<file path="src/isg_gating_map.vh">
// constants for the isolated switch output gating block
`ifndef ISG_GATING_MAP_VH
`define ISG_GATING_MAP_VH
// number of switch channels
`define ISG_NUM_CH           4
// fault indicator configuration field positions
`define ISG_CFG_MASK_CONSTR  0
`define ISG_CFG_IND_DISABLE  1
`define ISG_CFG_W            2
// reset values
`define ISG_CFG_RST          2'h0
`define ISG_SWEN_RST         4'h0
`endif

</file>
<file path="src/isg_gating.v">
// output gating and fault indication for a four channel isolated switch
`timescale 1ns/1ns
`include "isg_gating_map.vh"

module isg_gating #(
    parameter SERIAL_VARIANT = 1,
    parameter NUM_CH         = `ISG_NUM_CH
) (
    input  wire              clk,
    input  wire              rst,
    input  wire              swen_wr_stb,
    input  wire [NUM_CH-1:0] swen_wr_data,
    input  wire              flt_cfg_wr_stb,
    input  wire [`ISG_CFG_W-1:0] flt_cfg_wr_data,
    input  wire [NUM_CH-1:0] channel_enable_pin,
    input  wire              output_enable,
    input  wire              logic_supply_ok,
    input  wire              switch_supply_ok,
    input  wire              shutdown_fault,
    input  wire [NUM_CH-1:0] overtemp_constraint,
    input  wire              overvolt_constraint,
    output reg  [NUM_CH-1:0] channel_switch_enable_bits,
    output reg  [NUM_CH-1:0] channel_switch_output,
    output reg  [NUM_CH-1:0] channel_status_indicator_n,
    output reg  [NUM_CH-1:0] channel_status_indicator_oe,
    output reg               fault_indicator_n,
    output reg               fault_indicator_oe,
    output reg               current_fault_state
);

    // the gating is a straight function of the present inputs and of
    // each channel's own registered output
    // the only storage is the host-written enable word, the indicator
    // configuration and the pin flip-flops themselves
    // a shutdown fault holds every channel off, while a constraint fault
    // only lights the indicator, except that a hot channel which is off
    // may not turn on
    // nothing here latches a fault, so recovery needs no host write
    // limitation: supply and fault flags are taken as already clean and
    // synchronous; any filtering belongs upstream of this block
    // trade-off: every pin lags its cause by one clock so that each
    // output leaves a flip-flop and never glitches on a decode race

    // indicator configuration fields, named once for readability
    localparam MASK_BIT = `ISG_CFG_MASK_CONSTR;
    localparam OFF_BIT  = `ISG_CFG_IND_DISABLE;

    // pin levels held through reset: outputs off, open drains released
    localparam [NUM_CH-1:0] CH_OFF  = {NUM_CH{1'b0}};
    localparam [NUM_CH-1:0] LED_REL = {NUM_CH{1'b1}};

    // host-written configuration, one bit per fault indicator option
    reg  [`ISG_CFG_W-1:0] flt_cfg_ff;
    // shared fault terms: nxt_fault feeds every channel, constr_any only the indicator
    reg                   nxt_fault;
    reg                   constr_any;
    // enables after the variant select, one bit per channel
    wire [NUM_CH-1:0]     ch_en;
    // next channel outputs and status indicator drives
    wire [NUM_CH-1:0]     nxt_out;
    wire [NUM_CH-1:0]     nxt_led_oe;
    // fault indicator request and its supply-qualified drive
    wire                  nxt_flt_req;
    wire                  nxt_flt_oe;

    // per-channel decisions
    // each channel sees the same shared terms plus its own flags

    // one channel's next on state; one function for all channels keeps
    // them from drifting apart when the gating is changed later
    function chan_gate;
        input powered;  // logic supply above threshold
        input fault;    // shutdown class fault present
        input ot;       // over-temperature constraint on this channel
        input was_on;   // this channel's registered output
        input en;       // selected channel enable
        input oe;       // global output enable
        begin
            if (!powered) begin
                // logic side down: every channel off
                chan_gate = 1'b0;
            end else if (fault) begin
                // detected fault holds the channel off
                chan_gate = 1'b0;
            end else if (ot && !was_on) begin
                // hot and still off: the turn-on is refused
                chan_gate = 1'b0;
            end else if (!en || !oe) begin
                // either enable low keeps the channel off
                chan_gate = 1'b0;
            end else begin
                // both enables high; an output already on rides out heat
                chan_gate = 1'b1;
            end
        end
    endfunction

    // fault indicator request before the supply qualifier; real faults
    // always show unless the host turned the indicator off entirely
    function flt_request;
        input [`ISG_CFG_W-1:0] cfg;     // host configuration word
        input                  fault;   // shutdown class fault
        input                  constr;  // any constraint fault
        begin
            if (cfg[OFF_BIT]) begin
                flt_request = 1'b0;
            end else if (fault) begin
                flt_request = 1'b1;
            end else if (cfg[MASK_BIT]) begin
                // constraint faults hidden from the pin by the host
                flt_request = 1'b0;
            end else begin
                flt_request = constr;
            end
        end
    endfunction

    // per-variant selection
    // fixed at build time, so the unused branch costs no logic

    // enable source per variant: register bits or direct pins
    function [NUM_CH-1:0] pick_enables;
        input [NUM_CH-1:0] reg_bits;  // host-written enable word
        input [NUM_CH-1:0] pin_bits;  // direct enable pins
        begin
            if (SERIAL_VARIANT != 0) begin
                pick_enables = reg_bits;
            end else begin
                pick_enables = pin_bits;
            end
        end
    endfunction

    // status indicator drive; the pin-enabled variant has none
    function led_drive;
        input on;  // channel's next on state
        begin
            if (SERIAL_VARIANT != 0) begin
                led_drive = on;
            end else begin
                led_drive = 1'b0;
            end
        end
    endfunction

    // host-written registers
    // a strobe during reset is dropped, reset wins

    // channel enable bits, written whole by the host
    always @(posedge clk) begin
        if (rst) begin
            channel_switch_enable_bits <= `ISG_SWEN_RST;
        end else if (swen_wr_stb) begin
            channel_switch_enable_bits <= swen_wr_data;
        end
    end

    // fault indicator configuration, written whole by the host
    always @(posedge clk) begin
        if (rst) begin
            flt_cfg_ff <= `ISG_CFG_RST;
        end else if (flt_cfg_wr_stb) begin
            flt_cfg_ff <= flt_cfg_wr_data;
        end
    end

    // shared fault decode
    // worked out once here rather than per channel

    // fault has no memory of its own, so it clears as causes vanish
    always @* begin
        nxt_fault = 1'b0;
        if (!switch_supply_ok) begin
            nxt_fault = 1'b1;
        end
        if (shutdown_fault) begin
            nxt_fault = 1'b1;
        end
        // the combined constraint term reaches only the indicator; overtemp still blocks a turn-on per channel
        constr_any = 1'b0;
        if (overvolt_constraint) begin
            constr_any = 1'b1;
        end
        if (|overtemp_constraint) begin
            constr_any = 1'b1;
        end
    end

    // select enables; inputs are taken as driven, never floating
    assign ch_en = pick_enables(channel_switch_enable_bits,
                                channel_enable_pin);

    // indicator released while the logic side is unpowered
    assign nxt_flt_req = flt_request(flt_cfg_ff, nxt_fault, constr_any);
    assign nxt_flt_oe  = logic_supply_ok & nxt_flt_req;

    // per-channel gating
    // channel g is fed by enable bit g, index zero first

    genvar g;
    generate
        for (g = 0; g < NUM_CH; g = g + 1) begin : g_ch
            // this channel's own view of its inputs
            wire hot    = overtemp_constraint[g];
            wire was_on = channel_switch_output[g];
            wire en     = ch_en[g];
            assign nxt_out[g] = chan_gate(logic_supply_ok,
                                          nxt_fault,
                                          hot,
                                          was_on,
                                          en,
                                          output_enable);
            // status pin follows the channel it belongs to
            assign nxt_led_oe[g] = led_drive(nxt_out[g]);
        end
    endgenerate

    // registered pins
    // one process per pin keeps each reset value next to its pin

    // channel outputs: one clock of latency traded for clean pins
    // no further stage is added anywhere on the path
    always @(posedge clk) begin
        if (rst) begin
            channel_switch_output <= CH_OFF;
        end else begin
            channel_switch_output <= nxt_out;
        end
    end

    // status indicator enables pull low while a channel is on
    // released pins read high through the board pull-ups
    always @(posedge clk) begin
        if (rst) begin
            channel_status_indicator_oe <= CH_OFF;
        end else begin
            channel_status_indicator_oe <= nxt_led_oe;
        end
    end

    // status indicator levels mirror the enables, active low
    // driven from the same term so level and enable never disagree
    always @(posedge clk) begin
        if (rst) begin
            channel_status_indicator_n <= LED_REL;
        end else begin
            channel_status_indicator_n <= ~nxt_led_oe;
        end
    end

    // fault state as seen by the host, detected while any cause stands
    // it drops in the clock after the last cause goes away
    always @(posedge clk) begin
        if (rst) begin
            current_fault_state <= 1'b0;
        end else begin
            current_fault_state <= nxt_fault;
        end
    end

    // fault indicator enable, open drain pulling low
    // released whenever the logic side is unpowered
    always @(posedge clk) begin
        if (rst) begin
            fault_indicator_oe <= 1'b0;
        end else begin
            fault_indicator_oe <= nxt_flt_oe;
        end
    end

    // fault indicator level, active low
    // high while released so the pin never fights its pull-up
    always @(posedge clk) begin
        if (rst) begin
            fault_indicator_n <= 1'b1;
        end else begin
            fault_indicator_n <= ~nxt_flt_oe;
        end
    end

endmodule

</file>
<file path="config.mk">
export PLATFORM = sky130hd
export DESIGN_NAME = isg_gating
export DESIGN_NICKNAME = d
export VERILOG_FILES = /design/src/isg_gating.v
export VERILOG_INCLUDE_DIRS = /design/src
export SDC_FILE = /design/constraint.sdc
export NUM_CORES = 1
export LEC_CHECK = 0
export ABC_AREA = 1
export BUFFER_PORTS_ARGS = -buffer_cell sky130_fd_sc_hd__buf_2
export CAP_MARGIN = 10
export CORE_UTILIZATION = 34
export CTS_BUF_LIST = sky130_fd_sc_hd__clkbuf_2 sky130_fd_sc_hd__clkbuf_4 sky130_fd_sc_hd__clkbuf_8
export DETAILED_ROUTE_END_ITERATION = 10
export HOLD_SLACK_MARGIN = 0.1
export PLACE_DENSITY = 0.68
export SLEW_MARGIN = 20
export SYNTH_ARGS = -nofsm -noshare
export SYNTH_HDL_FRONTEND = slang
export SYNTH_SLANG_ARGS = --single-unit
</file>
<file path="constraint.sdc">
create_clock -name clk -period 0.8 [get_ports clk]
set_clock_uncertainty 0.2 [all_clocks]
set_input_delay 0.12 -clock clk [delete_from_list [all_inputs] [get_ports clk]]
set_output_delay 0.12 -clock clk [all_outputs]
set_load 0.005 [all_outputs]
</file>
==> run summary <==
Remaining number of nets flagged by the antenna check after routing: 0. Total negative setup slack: -8.16 ns. After detailed routing, the average wire length per cell comes to 10.4 µm. The number of cells on the worst reg-to-reg path is 3. Total length of routed met3 wires: 77 µm. Launch instance of the worst register-to-register path: channel_status_indicator_oe[0]$_SDFF_PP0_. The logs give 15 for the row count and 1550 µm for the total length of routed wires. The required time of the critical path is 0.48 ns. For this run, the slowest stage of the critical path takes 0.34 ns. Maximum net fanout on the critical path: 2. The worst setup path startpoint is channel_switch_enable_bits[2]$_SDFFE_PP0P_. The net count of the finished layout is 149. The layout overhead on the synthesized area came out at 77.2%. The clock transition at the register clock pins on the worst setup and hold paths after CTS is 0.10 ns, and the ratio of final minimum period to clock period is 1.47.

The cell type group with the largest total delay on the critical path is flip-flops. The relative slew slack was 0.851. The tools report the kind of start point of the critical path as a flop. The minimum period implied by the final worst setup slack came out at 1.17 ns.

The run gives 595 as the via count of the first global-routing pass. The tools report the setup slack of the critical path after layout as -0.372 ns. The tools report the count of filler cells inserted in the layout as 157.

The flow ran to the end, but the final reports show violations. Clock net sink count: 17. The logs give 0 for the total congestion overflow after global routing and 0.370 for the effective utilization at floorplan.

The port buffer count came out at 37. Power spread over the standard cell area amounts to 1390 nW/µm². The number of vias per cell after detailed routing came out at 4.21. For the pin with the worst max-slew slack, the measured transition is 0.223 ns. Setup repair after global routing could not meet its margin everywhere. The worst setup path is of the flop to output port kind. The routed layout has 632 vias. The run gives 2 as the largest buffer count on any clock path. The run gives 2100 µm² as the die area. The run gives 17 as the final-report hold violation count.

The tools report the number of max-slew violations in the final report as 0. The later-pin clock latency in the skew report came out at 0.29 ns. The uppermost metal layer occupied by signal nets is met4. The top-area cell type share of the netlist area is 0.521. The sequential cells in the finished layout cover a total of 353 µm². The tools report the maximum clock rate as 853 MHz. The run gives 1 as the number of levels the H-tree was split into. The tools report the worst reg2reg path endpoint as channel_status_indicator_oe[0]$_SDFF_PP0_.

The critical path ends at channel_switch_enable_bits[2]. The tools report the initial antenna violation count as 0. The fraction of final layout cells sized beyond drive strength 1 is 0.752. For this run, the number of standard cells in the final layout without fillers is 150. The share of the yosys chip area belonging to registers is 0.521. The overall die width is 45.8 µm, and the first-pass GRT wire length is 2430 µm. The number of nets in the synthesized netlist is 96.

The total number of cells along the worst setup path works out to 2. The tools report the TritonCTS buffer count as 3. In the final layout, the multi-input gates occupy 264 µm².

The number of register bits inferred by synthesis was 17. The tool flagged a number of max-cap violations equal to 0. The checks that failed: hold timing, setup timing. 0 antenna diodes ended up in the layout. In this run the register-to-register setup slack is -0.22 ns.

The placed instances occupy a cell area of 908 µm². The library cell occupying the most area in the post-synthesis netlist was sky130_fd_sc_hd__dfxtp_1. The run gives 4 as the number of iterations in the first detailed-routing pass.

Setup violations remaining at the end of the flow were counted as 33. The wire length the detailed router placed on met1 is 679 µm, and the core box area is 1760 µm². In this run the cell area of the synthesized design comes to 653 µm². For the final standard cell area without fillers, the log shows 1160 µm². For the global routing usage summed across all routing layers, the log shows 0.169.

Among the stages of the critical path, the cell type that occurs most often is sky130_fd_sc_hd__buf_6. For this design, the slowest cell found on the critical path is sky130_fd_sc_hd__dfxtp_2. After detailed routing, the met2 layer carries 753 µm of wire. The final-layout worst hold slack is -0.134 ns. The critical path contains buffers and inverters numbering 2 combined.

In this run the mean area of a mapped cell was 8.95 µm². The die is 45.8 µm tall. After legalization and detailed placement, the total HPWL measured 1130 µm.

The count of mapped cells out of synthesis is 73. The type of the worst min-delay path was input port to flop. For the worst setup path, the data arrival time is 0.85 ns.

The count of unique library cells instantiated by Yosys came out at 14. The number of DRC violations after detailed-routing iteration 0 came out at 7. In this run, placement finished with an instance count of 139. The tools report the pin count of the biggest net entering global routing as 11. Routability-driven placement finished with a final weighted congestion of 0.733.

TritonCTS built the clock tree. In the post-synthesis netlist, the biggest area contributors are sky130_fd_sc_hd__dfxtp_1 (52%), sky130_fd_sc_hd__nand2_1 (6.9%), sky130_fd_sc_hd__inv_1 (6.3%). After detailed routing, the number of remaining DRC violations is 0.

Clock root buffer: sky130_fd_sc_hd__clkbuf_4. Total I/O pin count: 42. For the total leakage power, the log shows 0.000569 µW. Walking the worst path, the cells encountered are buf_6, buf_6. Prior to clock tree synthesis, the placed netlist has a worst setup slack of -0.143 ns. For this run, the number of Yosys warnings is 0. Worst ir drop on vdd: 688 µV. The type of element capturing the critical path is an output port.
==> worst min-delay path by stage <==
stage | slack, ns | to | start | cells past startpoint
final | -0.13 | channel_switch_enable_bits[2]$_SDFFE_PP0P_ | swen_wr_data[2] | 3
after global routing | -0.12 | channel_switch_enable_bits[2]$_SDFFE_PP0P_ | swen_wr_data[2] | 3
after CTS | -0.14 | channel_switch_enable_bits[2]$_SDFFE_PP0P_ | swen_wr_data[2] | 3
after detailed placement | 0.18 | channel_switch_enable_bits[0]$_SDFFE_PP0P_ | swen_wr_data[0] | 3
after global placement | 0.17 | channel_switch_enable_bits[0]$_SDFFE_PP0P_ | swen_wr_data[0] | 3
after floorplan | 0.05 | current_fault_state$_SDFF_PP0_ | shutdown_fault | 2
==> repair_timing <==
action / CTS / global route
setup endpoints to repair: 35 / 35
resized for setup: 31 / 13
setup buffers: 6 / 3
pin swaps: 8 / 6
endpoints found under the hold margin: 17 / 17
==> report_power, final <==
group | internal [µW] | switching, µW | leakage (µW)
combinational | 135 | 123 | 0.000408
clock | 186 | 276 | 0.0000177
sequential | 877 | 12.2 | 0.000143
total | 1200 | 411 | 0.000569
==> synth_stat cells (all sizes together) <==
cell type  instances
nand3              1
dfxtp             17
nand2             13
a211oi             2
nor2              11
inv               15
o211ai             4
a21oi              5
buf                5
==> per-stage QoR <==
stage,utilization,hold slack (ns),total power [µW]
final,0.656,-0.134,1610
after detailed placement,0.515,0.175,1100
after global routing,0.656,-0.121,1680
after floorplan,-,0.0464,996
after global placement,0.515,0.165,1090
after CTS,0.633,-0.137,1590
==> worst register-to-register path: stages (launching register included) <==
cell                       delay [ns]
sky130_fd_sc_hd__dfxtp_2         0.34
sky130_fd_sc_hd__buf_6           0.11
sky130_fd_sc_hd__o211ai_1        0.20
sky130_fd_sc_hd__nor2_2          0.07
==> final cells by class <==
cell class | instances | area share
clock buffer | 3 | 0.0195
clock inverter | 1 | 0.00432
inverter | 15 | 0.0486
multi-input combinational | 36 | 0.228
sequential | 17 | 0.305
tap | 25 | 0.0270
timing repair buffer | 53 | 0.368
==> cell families after synthesis <==
family	count (synthesis)	share of synthesized area
AOI/OAI and AO/OA	11	0.107
and+or+nand+nor	25	0.222
DFF	17	0.521
buffers and inverters	20	0.149
==> state kept, by name, summed over array words and instances (netlist names) <==
name                         cells
channel_switch_enable_bits       4
fault_indicator_n                1
channel_status_indicator_oe      4
current_fault_state              1
channel_status_indicator_n       4
fault_indicator_oe               1
flt_cfg_ff                       2
==> layer usage <==
metal | GRT usage | up-vias
li1 | - | 323
met1 | 0.192 | 279
met2 | 0.283 | 25
met3 | 0.0278 | 5
met4 | 0.124 | 0
met5 | 0 | -
==> cells in the final DEF, fill, tap and decap left out <==
cell type,n
sky130_fd_sc_hd__nand3_1,1
sky130_fd_sc_hd__inv_2,7
sky130_fd_sc_hd__dfxtp_1,7
sky130_fd_sc_hd__nor2_2,4
sky130_fd_sc_hd__clkinv_2,1
sky130_fd_sc_hd__nand2_2,5
sky130_fd_sc_hd__nand2_4,2
sky130_fd_sc_hd__dfxtp_2,10
sky130_fd_sc_hd__a211oi_2,2
sky130_fd_sc_hd__o211ai_1,4
sky130_fd_sc_hd__buf_6,24
sky130_fd_sc_hd__nand2_1,6
sky130_fd_sc_hd__nor2_1,5
sky130_fd_sc_hd__buf_2,25
sky130_fd_sc_hd__nor2_8,2
sky130_fd_sc_hd__clkbuf_4,3
sky130_fd_sc_hd__a21oi_2,5
sky130_fd_sc_hd__inv_1,8
sky130_fd_sc_hd__buf_4,4
No activity file was read; power rests on OpenSTA's default activity.
